$ cat config.mk
export PLATFORM = sky130hd
export DESIGN_NAME = pia_irq_summary
export DESIGN_NICKNAME = d
export VERILOG_FILES = /design/src/pkg/pia_pkg.sv /design/src/hw/pia_flag_reduce.sv /design/src/hw/pia_irq_summary.sv
export SDC_FILE = /design/constraint.sdc
export NUM_CORES = 1
export LEC_CHECK = 0
export BUFFER_PORTS_ARGS = -buffer_cell sky130_fd_sc_hd__buf_2
export CAP_MARGIN = 20
export CORE_ASPECT_RATIO = 0.9
export CORE_MARGIN = 3
export CORE_UTILIZATION = 40
export CTS_CLUSTER_SIZE = 12
export DETAILED_ROUTE_END_ITERATION = 8
export PLACE_DENSITY_LB_ADDON = 0.25
export SLEW_MARGIN = 10
export SYNTH_ARGS = -nofsm -noshare
export SYNTH_HDL_FRONTEND = slang
export SYNTH_SLANG_ARGS = --single-unit
$ cat constraint.sdc
create_clock -name mclk -period 1.6 [get_ports mclk]
set_input_delay 0.16 -clock mclk [delete_from_list [all_inputs] [get_ports mclk]]
set_output_delay 0.16 -clock mclk [all_outputs]
set_load 0.02 [all_outputs]
$ cat src/pkg/pia_pkg.sv
// Constants for the interrupt summary and masking block.
// Assumes register access by command code, one data byte per register.
package pia_pkg;

  // Command codes
  localparam logic [7:0] CMD_SUMMARY   = 8'h00;
  localparam logic [7:0] CMD_ENABLE    = 8'h01;
  localparam logic [7:0] CMD_POWER_COR = 8'h03;
  localparam logic [7:0] CMD_DETECT_COR = 8'h05;
  localparam logic [7:0] CMD_FAULT_COR = 8'h07;
  localparam logic [7:0] CMD_START_COR = 8'h09;
  localparam logic [7:0] CMD_SUPPLY_COR = 8'h0b;

  // Summary bit positions
  localparam int BIT_SUPPLY   = 7;
  localparam int BIT_START    = 6;
  localparam int BIT_CURRENT  = 5;
  localparam int BIT_CLASS    = 4;
  localparam int BIT_DETECT   = 3;
  localparam int BIT_DISCON   = 2;
  localparam int BIT_PGOOD    = 1;
  localparam int BIT_PENABLE  = 0;

  // Summary bits fed by each clear-on-read event register
  localparam logic [7:0] CLR_POWER  = 8'h03;
  localparam logic [7:0] CLR_DETECT = 8'h18;
  localparam logic [7:0] CLR_FAULT  = 8'h24;
  localparam logic [7:0] CLR_START  = 8'h60;
  localparam logic [7:0] CLR_SUPPLY = 8'h80;

  // Reset values; enable bits under AUTO_MASK follow the auto-mode strap
  localparam logic [7:0] SUMMARY_RESET = 8'h80;
  localparam logic [7:0] ENABLE_RESET  = 8'h80;
  localparam logic [7:0] ENABLE_AUTO_MASK = 8'h64;

endpackage : pia_pkg

$ cat src/hw/pia_flag_reduce.sv
// Reduces the per-port and supply event flags to eight raw summary bits.
// Assumes the flags come from event registers clocked by mclk.
module pia_flag_reduce (
  input  wire logic       thermalShutdownFlag,
  input  wire logic       logicSupplyUvFlag,
  input  wire logic       powerSupplyUvFlag,
  input  wire logic [3:0] portStartFaultFlag,
  input  wire logic [3:0] portOvercurrentCutFlag,
  input  wire logic [3:0] portCurrentLimitFlag,
  input  wire logic [3:0] portClassificationFlag,
  input  wire logic [3:0] portDetectionFlag,
  input  wire logic [3:0] portDisconnectFlag,
  input  wire logic [3:0] portPowerGoodChangeFlag,
  input  wire logic [3:0] portPowerEnableChangeFlag,
  output logic      [7:0] rawSummary
);

  // One OR per summary position, active high
  always_comb begin
    rawSummary = 8'h00;
    rawSummary[pia_pkg::BIT_SUPPLY]  = thermalShutdownFlag | logicSupplyUvFlag
                                       | powerSupplyUvFlag;
    rawSummary[pia_pkg::BIT_START]   = |portStartFaultFlag;
    rawSummary[pia_pkg::BIT_CURRENT] = |{portOvercurrentCutFlag, portCurrentLimitFlag};
    rawSummary[pia_pkg::BIT_CLASS]   = |portClassificationFlag;
    rawSummary[pia_pkg::BIT_DETECT]  = |portDetectionFlag;
    rawSummary[pia_pkg::BIT_DISCON]  = |portDisconnectFlag;
    rawSummary[pia_pkg::BIT_PGOOD]   = |portPowerGoodChangeFlag;
    rawSummary[pia_pkg::BIT_PENABLE] = |portPowerEnableChangeFlag;
  end

endmodule : pia_flag_reduce

$ cat src/hw/pia_irq_summary.sv
// Interrupt summary status, source enable and interrupt pin logic.
// Assumes a command-code register port in the mclk domain and
// event flags plus global enable from neighbouring register logic.
//
// Contract
// - Supply bit is OR of three supply flags
// - Start bit is OR of port start faults
// - Current bit ORs overcurrent and limit flags
// - Classification bit ORs port classification flags
// - Detection bit ORs port detection flags
// - Disconnect bit ORs port disconnect flags
// - Power-good bit ORs port power-good changes
// - Power-enable bit ORs port enable changes
// - Summary bits are active high
// - Clear per event read, or all via global clear
// - Interrupt needs bit, enable and global enable
// - Summary at code 00h, read only
// - Enable at code 01h, read/write, bitwise mask
// - Enable one passes, zero blocks the event
// - Masking never alters summary values
// - Auto-marked enables take auto mode at reset
// - Clear-on-read address clears, plain address not
module pia_irq_summary (
  input  wire logic       mclk,
  input  wire logic       srst,
  input  wire logic       thermalShutdownFlag,
  input  wire logic       logicSupplyUvFlag,
  input  wire logic       powerSupplyUvFlag,
  input  wire logic [3:0] portStartFaultFlag,
  input  wire logic [3:0] portOvercurrentCutFlag,
  input  wire logic [3:0] portCurrentLimitFlag,
  input  wire logic [3:0] portClassificationFlag,
  input  wire logic [3:0] portDetectionFlag,
  input  wire logic [3:0] portDisconnectFlag,
  input  wire logic [3:0] portPowerGoodChangeFlag,
  input  wire logic [3:0] portPowerEnableChangeFlag,
  input  wire logic       globalIrqEnable,
  input  wire logic       autoMode,
  input  wire logic       clearAllSummary,
  input  wire logic [7:0] regAddr,
  input  wire logic       regWrEn,
  input  wire logic [7:0] regWrData,
  input  wire logic       regRdEn,
  output logic      [7:0] regRdData,
  output logic            irqN
);

  typedef struct packed {
    logic [7:0] summary;
    logic [7:0] enable;
    logic [7:0] rdData;
    logic       irqN;
  } pia_state_t;

  pia_state_t state_q;
  pia_state_t state_d;
  logic [7:0] rawSummary;

  // Summary bits a read at a command code clears; zero for plain addresses
  function automatic logic [7:0] clearMask(input logic [7:0] addr);
    unique case (addr)
      pia_pkg::CMD_POWER_COR:  clearMask = pia_pkg::CLR_POWER;
      pia_pkg::CMD_DETECT_COR: clearMask = pia_pkg::CLR_DETECT;
      pia_pkg::CMD_FAULT_COR:  clearMask = pia_pkg::CLR_FAULT;
      pia_pkg::CMD_START_COR:  clearMask = pia_pkg::CLR_START;
      pia_pkg::CMD_SUPPLY_COR: clearMask = pia_pkg::CLR_SUPPLY;
      default:                 clearMask = 8'h00;
    endcase
  endfunction : clearMask

  // Flag reduction to raw summary bits
  pia_flag_reduce u_reduce (
    .thermalShutdownFlag       (thermalShutdownFlag),
    .logicSupplyUvFlag         (logicSupplyUvFlag),
    .powerSupplyUvFlag         (powerSupplyUvFlag),
    .portStartFaultFlag        (portStartFaultFlag),
    .portOvercurrentCutFlag    (portOvercurrentCutFlag),
    .portCurrentLimitFlag      (portCurrentLimitFlag),
    .portClassificationFlag    (portClassificationFlag),
    .portDetectionFlag         (portDetectionFlag),
    .portDisconnectFlag        (portDisconnectFlag),
    .portPowerGoodChangeFlag   (portPowerGoodChangeFlag),
    .portPowerEnableChangeFlag (portPowerEnableChangeFlag),
    .rawSummary                (rawSummary)
  );

  // Next-state logic for the whole block
  always_comb begin
    logic [7:0] clr;
    logic [7:0] live;
    clr  = 8'h00;
    live = 8'h00;
    state_d = state_q;
    // Clear-on-read strobes and global clear; a live flag still wins
    if (regRdEn) begin
      clr = clearMask(regAddr);
    end
    if (clearAllSummary) begin
      clr = 8'hff;
    end
    state_d.summary = (state_q.summary & ~clr) | rawSummary;
    // Enable register write; summary code ignores writes
    if (regWrEn && regAddr == pia_pkg::CMD_ENABLE) begin
      state_d.enable = regWrData;
    end
    // Read data, zero for codes this block does not own
    if (regRdEn) begin
      unique case (regAddr)
        pia_pkg::CMD_SUMMARY: state_d.rdData = state_q.summary;
        pia_pkg::CMD_ENABLE:  state_d.rdData = state_q.enable;
        default:              state_d.rdData = 8'h00;
      endcase
    end
    // Active-low pin from enabled, globally permitted bits
    live = state_q.summary & state_q.enable;
    state_d.irqN = !(globalIrqEnable && (|live));
    // Reset values; auto-marked enables copy the auto-mode strap
    if (srst) begin
      state_d.summary = pia_pkg::SUMMARY_RESET;
      state_d.enable  = pia_pkg::ENABLE_RESET
                        | (pia_pkg::ENABLE_AUTO_MASK & {8{autoMode}});
      state_d.rdData  = 8'h00;
      state_d.irqN    = 1'b1;
    end
  end

  // State register
  always_ff @(posedge mclk) begin
    state_q <= state_d;
  end

  assign regRdData = state_q.rdData;
  assign irqN      = state_q.irqN;
endmodule : pia_irq_summary

==> results of run 1 <==
layout make-up:
class                   instances  area (µm²)
inverters                       2        7.51
clock buffers                   4        45.0
flip-flops and latches         25         531
multi-input cells             100         706
repair buffers                 72         375
well taps                      42        52.6
fillers                       303        1420
how the worst max path moves through the flow:
| stage | start | endpoint | slack, ps | cells past startpoint |
|---|---|---|---|---|
| finish | regAddr[5] | state_q[17] | 370 | 4 |
| global route | regAddr[5] | state_q[23] | 310 | 4 |
| CTS | regAddr[5] | state_q[17] | 390 | 4 |
| detailed placement | regAddr[5] | state_q[17] | 100 | 4 |
| global placement | regAddr[5] | state_q[23] | 130 | 4 |
| floorplan | regAddr[5] | state_q[11] | 240 | 4 |
cells in the final DEF, fill, tap and decap left out, drive strengths merged:
cell	instances
o311ai	7
nand4	1
nand2b	1
nor4	11
or4	1
inv	2
a311oi	8
edfxtp	3
or3b	1
a21oi	7
nand3	18
nor4b	1
a41o	1
nor4bb	1
nand3b	2
dfxtp	22
o211ai	1
clkbuf	4
and4b	1
a22oi	4
mux2i	5
nand2	15
nor2	10
and3	1
o21ai	3
buf	72
layer usage:
metal / vias to the layer above / wire [µm] / part of all wire, %
met1: 593 / 1470 / 44
met4: 0 / 30 / 0.89
li1: 664 / - / -
met5: - / 0 / 0
met3: 4 / 174 / 5.2
met2: 49 / 1680 / 50
cell families after synthesis:
kind of cell | count (synthesis) | synth area share (%)
compound gates | 31 | 20.7
buf+inv | 18 | 8.35
flops | 25 | 39.3
mux | 5 | 3.71
simple gates | 64 | 27.9
critical path, cell delays in order:
cell and delay, ps:
buf_2 120, or4_1 650, o311ai_1 330, a21oi_1 110
metrics by stage:
stage          instance area, µm²  instances  power (mW)
4_1_cts                      1720        245        1.28
3_5_place_dp                 1670        241       0.913
2_1_floorplan                1350        143       0.809
5_1_grt                      1720        245        1.32
3_3_place_gp                 1670        241       0.906
6_report                     1720        245        1.26
flip-flops by register name (all words and copies together), names as in the netlist:
signal     count
irqN           1
regRdData      8
state_q       16
power by group through the flow:
stage | logic, mW | clock network (mW) | registers (mW)
6_report | 0.213 | 0.363 | 0.685
4_1_cts | 0.214 | 0.377 | 0.684
2_1_floorplan | 0.116 | 0 | 0.693
5_1_grt | 0.237 | 0.398 | 0.689
3_3_place_gp | 0.208 | 0 | 0.697
3_5_place_dp | 0.214 | 0 | 0.699
==> impl_metrics.py, run 1 <==
metrics = {
    "run_status": {
        "outcome": "finished, final reports clean",
    },
    "clock_tree": {
        "clk_latency_ps": 260,
        "cts.sinks": 25,
        "cts-resized-gates": 0,
        "cts_tree": "built",
        "clk_pin_slew_worst_paths_ps": 80,
        "clockBufferDepth": 2,
        "htree_levels": 1,
        "root_buffer": "clkbuf_8",
        "cts_hold_buf": 0,
        "postCtsSetupBuffers": 0,
        "cts_made_buffers": 3,
    },
    "route": {
        "drtIter0Drc": 68,
        "drc": 0,
        "drtAntennaViolNets": 0,
        "viasPerCell": 5.35,
        "finalWirelength_um": 3360,
        "drt_first_pass_iters": 5,
        "wire_per_inst_um": 13.7,
        "routed-via-count": 1310,
    },
    "yosys": {
        "async_flop_share_pct": 0,
        "avgSynthCellArea_um2": 9.43,
        "ys_seq_area_share_pct": 39.3,
        "yosys_register_bits": 25,
        "ys_warn_count": 0,
        "yosysMostFrequentCell": "dfxtp_1",
        "synth_nets": 201,
        "synth.top_cell.area_share_pct": 32.7,
        "syn_inst": 143,
        "synth_edf_count": 3,
        "ys_types": 30,
        "yosys.area.top_type": "dfxtp_1",
        "syn-cell-area_um2": 1350,
        "synth.cells.most_frequent": "22 x dfxtp_1, 18 x nand3_1, 15 x nand2_1",
        "synth-main-ff-cell": "dfxtp_1",
        "ys_top_cells_by_area": "dfxtp_1 33%, a311oi_2 8.9%, nand3_1 6.7%, edfxtp_1 6.7%, buf_4 5.0%",
    },
    "power_and_ir_drop": {
        "power.leakage_nw": 0.693,
        "seq_power_share_pct": 54.3,
        "power.density_nw_per_um2": 734,
        "comb_power_share_pct": 16.9,
        "sw_frac_of_total_pct": 25.2,
        "ir_drop_mv": 0.349,
        "p_int_mw": 0.943,
        "switchingPower_mw": 0.318,
        "clkPwrFrac_pct": 28.8,
    },
    "placed_design": {
        "place.gp.congestion": 0.807,
        "portBuffers": 66,
        "dp_hpwl_um": 2750,
        "post-place-ws_ps": 99.3,
    },
    "sta": {
        "hold_viol_final": 0,
        "slew_viol_final": 0,
        "fin_tns_setup_ps": 0,
        "min_period_ps": 1230,
        "whs_ps": 77.5,
        "setup_slack_ps": 368,
        "setup_viol": 0,
        "worst_pin_slew_ps": 492,
        "clock_skew_ps": 1.95,
        "maxSlewHeadroom_pct": 67.0,
        "period_share_pct": 77.0,
        "rsz0062_at_grt": "false",
        "max_freq_mhz": 812,
    },
    "global_routing": {
        "grt_pass1_vias": 1255,
        "grt_usage_pct": 18.2,
        "grt_pass1_wl_um": 5680,
        "grt_use_met1_pct": 24.9,
        "grt.overflow.total": 0,
        "antenna_found_initial": 0,
        "use_met2_pct": 29.6,
        "busiest_layer": "met2",
        "grt_max_degree": 19,
        "met3_usage_pct": 2.74,
    },
    "worst_hold_path": {
        "min_from": "globalIrqEnable",
        "holdPathStages": 2,
        "hold_path_end": "irqN",
        "worstHoldPathType": "primary input to flip-flop",
    },
    "floorplan": {
        "row_count": 19,
        "die_area_um2": 4110,
        "die_w_um": 67.2,
        "ios": 67,
        "coreArea_um2": 3140,
        "die_y_um": 61.1,
        "initial_core_util_pct": 43.0,
    },
    "cells_and_area": {
        "diodes": 0,
        "post-route-util_pct": 54.7,
        "final_layout_size_suffix_gt1_share_pct": 42.4,
        "area_growth_pct": 27.3,
        "nNetsFinal": 262,
    },
    "critical_path": {
        "critical_path.max_fanout": 7,
        "cp.required_ps": 1740,
        "rrSetupSlack_ps": 670,
        "ff2ff_path_depth": 3,
        "critPathLaunchType": "primary input",
        "worstReg2RegEnd": "irqN",
        "cp.arrival_ps": 1380,
        "timing.rr.start": "state_q[11]",
        "critPathKind": "primary input to flip-flop",
        "crit_path_end_kind": "flip-flop",
    },
    "job": {
        "maxCapViolations": 0,
    },
}
No activity file was read; power rests on OpenSTA's default activity.
==> run 2, diff against run 1 <==
==> constraint.sdc (replaced) <==
create_clock -name mclk -period 1 [get_ports mclk]
set_input_delay 0.1 -clock mclk [delete_from_list [all_inputs] [get_ports mclk]]
set_output_delay 0.1 -clock mclk [all_outputs]
set_load 0.02 [all_outputs]
==> impl_metrics.py, run 2 (same netlist as run 1, synthesis figures left out) <==
metrics = {
    "run_status": {
        "outcome": "finished, violations left",
        "violations": "setup timing",
    },
    "cells_and_area": {
        "final_layout_size_suffix_gt1_share_pct": 52.1,
        "largest_reg_flops": 16,
        "final_cell_mix": "61 x buf_2, 22 x dfxtp_1, 15 x buf_4",
        "diodes": 0,
        "final_common_cell": "buf_2",
        "nNetsFinal": 274,
        "regMostFlops": "state_q",
        "stdcell_count": 257,
        "area_growth_pct": 43.9,
    },
    "placed_design": {
        "dp_hpwl_um": 2870,
        "portBuffers": 66,
        "numPlacedInstances": 251,
        "place.gp.congestion": 0.816,
    },
    "critical_path": {
        "cp.required_ps": 1140,
        "crit_path_end_kind": "flip-flop",
        "critPathKind": "primary input to flip-flop",
        "critical_path.max_fanout": 7,
        "crit_family": "simple AND/OR/NAND/NOR gates",
        "critPathLaunchType": "primary input",
        "max_stage_delay_ps": 600,
        "crit_buf_inv": 1,
        "path_cells": "buf_6 -> or4_4 -> o311ai_2 -> a21oi_1",
        "slowest_stage": "or4_4",
        "cp.arrival_ps": 1210,
    },
    "power_and_ir_drop": {
        "power.leakage_nw": 0.774,
        "power.density_nw_per_um2": 1080,
        "ir_drop_mv": 0.735,
    },
    "route": {
        "drt_first_pass_iters": 6,
        "finalWirelength_um": 3830,
        "drtAntennaViolNets": 0,
        "drc": 0,
        "wire_per_inst_um": 14.9,
        "drtIter0Drc": 87,
        "viasPerCell": 5.56,
        "routed-via-count": 1428,
    },
    "sta": {
        "rsz0062_at_grt": "true",
        "min_period_ps": 1070,
        "fin_tns_setup_ps": -139,
        "worst_pin_slew_ps": 373,
        "clock_skew_ps": 3.08,
        "hold_viol_final": 0,
        "max_freq_mhz": 934,
        "slew_viol_final": 0,
        "setup_viol": 4,
        "period_share_pct": 107,
        "setup_slack_ps": -70.9,
        "maxSlewHeadroom_pct": 75.1,
    },
    "global_routing": {
        "met3_usage_pct": 4.74,
        "grt_pass1_wl_um": 5800,
        "grt_usage_pct": 18.8,
        "grt_pass1_vias": 1325,
        "grt_use_met1_pct": 24.0,
        "use_met2_pct": 31.5,
        "grt_max_degree": 17,
        "grt.overflow.total": 0,
        "busiest_layer": "met2",
        "antenna_found_initial": 0,
    },
    "clock_tree": {
        "clockBufferDepth": 2,
        "cts.sinks": 25,
        "root_buffer": "clkbuf_8",
        "cts_tree": "built",
        "cts_made_buffers": 3,
        "clk_latency_ps": 260,
        "htree_levels": 1,
        "clk_pin_slew_worst_paths_ps": 80,
        "cts_hold_buf": 0,
    },
    "floorplan": {
        "die_area_um2": 4110,
        "die_y_um": 61.1,
        "coreArea_um2": 3140,
        "ios": 67,
        "die_w_um": 67.2,
        "row_count": 19,
        "initial_core_util_pct": 43.0,
    },
    "job": {
        "maxCapViolations": 0,
    },
    "worst_hold_path": {
        "worstHoldPathType": "primary input to flip-flop",
    },
}
## run 2: changes by cell type in the layout (fill, tap and decap cells not counted), moves of 4 or more
cell      delta
buf_6        +7
buf_4        +9
nand3_2      +4
o311ai_1     -5
o311ai_2     +5
buf_2        -5
nand3_1      -5
## run 2: per-stage QoR
| stage | util (%) | setup slack, ps | hold slack (ps) | area, µm² | power [mW] |
|---|---|---|---|---|---|
| 6_report | 61.8 | -70.9 | 17.1 | 1940 | 2.09 |
| 5_1_grt | 61.8 | -67.1 | 1.60 | 1940 | 2.19 |
| 4_1_cts | 58.3 | -1.44 | 19.2 | 1830 | 2.06 |
| 2_1_floorplan | - | -207 | 186 | 1380 | 1.30 |
| 3_3_place_gp | 56.4 | -278 | 292 | 1770 | 1.48 |
| 3_5_place_dp | 56.4 | -304 | 295 | 1770 | 1.50 |
## run 2: worst register-to-register path: cells and delay by family, from the launching register on
| family | cells | cell delay (ps) |
|---|---|---|
| simple gates | 2 | 240 |
| flops | 1 | 430 |
| compound gates | 1 | 200 |
## run 2: routing by layer
layer | up-vias | part of all wire (%)
li1 | 692 | -
met1 | 668 | 40
met2 | 58 | 51
met3 | 10 | 6.7
met4 | 0 | 2.2
met5 | - | 0
## run 2: path summary, 6_finish.rpt
path                         from     endpoint  slack (ps)  cells past startpoint
setup / recovery       regAddr[5]  state_q[19]         -70                      4
setup reg to reg      state_q[11]         irqN          90                      3
hold reg to reg        state_q[9]   state_q[9]         490                      2
hold / removal    globalIrqEnable         irqN          20                      2
## run 2: layout make-up
type                            instances  area, µm²
Timing Repair Buffer                   84        512
Tap cell                               42       52.6
Multi-Input combinational cell        100        792
Sequential cell                        25        531
Inverter                                2       7.51
Clock inverter                          1       5.00
Fill cell                             286       1200
Clock buffer                            3       41.3
## run 2: what timing repair did
action / 4_1_cts / 5_1_grt
setup endpoints to repair: 2 / 16
pin swaps: 0 / 8
setup buffers: 0 / 1
hold endpoints to repair: 0 / 0
cloned: 0 / 1
resized for setup: 2 / 25
## run 2: power breakdown
group          total [mW]  switching, mW  internal (mW)
clock network       0.580          0.302          0.278
registers            1.10         0.0376           1.06
logic               0.414          0.205          0.209
total                2.09          0.545           1.55
==> run 3, diff against run 2 <==
--- a/config.mk
+++ b/config.mk
@@ -7,7 +7,7 @@
 export LEC_CHECK = 0
 export BUFFER_PORTS_ARGS = -buffer_cell sky130_fd_sc_hd__buf_2
 export CAP_MARGIN = 20
-export CORE_ASPECT_RATIO = 0.9
+export CORE_ASPECT_RATIO = 0.8
 export CORE_MARGIN = 3
 export CORE_UTILIZATION = 40
 export CTS_CLUSTER_SIZE = 12
==> impl_metrics.py, run 3 (same netlist as run 1, synthesis figures left out) <==
metrics = {
    "run_status": {
        "outcome": "finished, violations left",
        "violations": "setup timing",
    },
    "placed_design": {
        "portBuffers": 66,
        "place.gp.congestion": 0.858,
        "dp_hpwl_um": 3070,
        "numPlacedInstances": 248,
    },
    "floorplan": {
        "die_w_um": 70.9,
        "die_y_um": 57.9,
        "coreArea_um2": 3150,
        "initial_core_util_pct": 42.8,
        "row_count": 18,
        "ios": 67,
        "die_area_um2": 4110,
    },
    "clock_tree": {
        "root_buffer": "clkbuf_8",
        "cts_made_buffers": 3,
        "postCtsSetupBuffers": 0,
        "clockBufferDepth": 2,
        "clk_pin_slew_worst_paths_ps": 90,
        "cts.sinks": 25,
        "htree_levels": 1,
        "cts_tree": "built",
        "clk_latency_ps": 270,
    },
    "global_routing": {
        "grt_pass1_wl_um": 5840,
        "grt.overflow.total": 0,
        "antenna_found_initial": 0,
        "grt_max_degree": 17,
        "grt_pass1_vias": 1349,
        "grt_usage_pct": 17.7,
    },
    "sta": {
        "setup_viol": 3,
        "max_freq_mhz": 984,
        "clock_skew_ps": 7.61,
        "setup_slack_ps": -16.3,
        "period_share_pct": 102,
        "maxSlewHeadroom_pct": 76.2,
        "slew_viol_final": 0,
        "min_period_ps": 1020,
        "worst_pin_slew_ps": 357,
        "rsz0062_at_grt": "true",
        "hold_viol_final": 0,
        "fin_tns_setup_ps": -32.5,
    },
    "route": {
        "finalWirelength_um": 3650,
        "drtAntennaViolNets": 0,
        "wire_per_inst_um": 14.4,
        "drt_first_pass_iters": 4,
        "drtIter0Drc": 79,
        "routed-via-count": 1391,
        "viasPerCell": 5.50,
        "drc": 0,
    },
    "critical_path": {
        "cp.arrival_ps": 1170,
        "crit_path_end_kind": "flip-flop",
        "critPathLaunchType": "primary input",
        "critPathKind": "primary input to flip-flop",
        "cp.required_ps": 1160,
        "critical_path.max_fanout": 7,
    },
    "job": {
        "maxCapViolations": 0,
    },
    "cells_and_area": {
        "area_growth_pct": 41.4,
        "stdcell_count": 253,
        "nNetsFinal": 272,
        "final_cell_mix": "64 x buf_2, 22 x dfxtp_1, 16 x nand3_1",
        "final_common_cell": "buf_2",
        "final_layout_size_suffix_gt1_share_pct": 49.8,
        "diodes": 0,
        "largest_reg_flops": 16,
        "regMostFlops": "state_q",
    },
    "power_and_ir_drop": {
        "power.density_nw_per_um2": 1100,
        "ir_drop_mv": 0.688,
        "power.leakage_nw": 0.768,
    },
    "worst_hold_path": {
        "worstHoldPathType": "primary input to flip-flop",
    },
}
[run 3: critical path: stages]
cell and delay (ps):
buf_2 120, or4_4 590, o311ai_1 260, a21oi_1 100
[run 3: metal layers]
layer | wire, µm | track usage, % | vias up
met4 | 25 | 3.49 | 0
met2 | 1860 | 32.1 | 57
met5 | 0 | 0 | -
met1 | 1500 | 21.7 | 647
li1 | - | - | 683
met3 | 272 | 4.16 | 4
[run 3: worst paths after layout]
kind                                       from           to  slack, ps  cells after the start
worst max register to register      state_q[14]         irqN        110                      3
worst max-delay path                 regAddr[4]  state_q[23]        -20                      4
worst min-delay path            globalIrqEnable         irqN          9                      2
worst min register to register      state_q[12]  state_q[12]        500                      2
[run 3: where the power goes]
part	leakage, nW	internal, mW	switching, mW
Sequential	0.211	1.06	0.0355
Combinational	0.531	0.206	0.200
Clock	0.0260	0.284	0.314
[run 3: repair_timing]
action / in CTS / in global routing
hold buffers: 0 / 0
pin swaps: 0 / 3
gates cloned: 0 / 1
setup endpoints to repair: 8 / 12
hold endpoints to repair: 0 / 0
resized for setup: 2 / 9
[run 3: cell type report]
type                       count  area [µm²]
fill                         291        1250
multi-input combinational    100         766
sequential                    25         531
timing repair buffer          82         505
tap                           40        50.0
clock buffer                   3        41.3
inverter                       2        7.51
clock inverter                 1        6.26
[run 3: stage by stage]
stage	hold slack [ps]	total power, mW	utilization (%)	worst slack [ps]	area (µm²)
detailed placement	296	1.51	56.6	-330	1790
global placement	291	1.49	56.6	-268	1790
finish	8.75	2.10	60.5	-16.3	1910
floorplan	186	1.30	-	-207	1380
global route	8.55	2.20	60.5	-27.8	1910
CTS	6.28	2.11	58.4	-12.7	1840
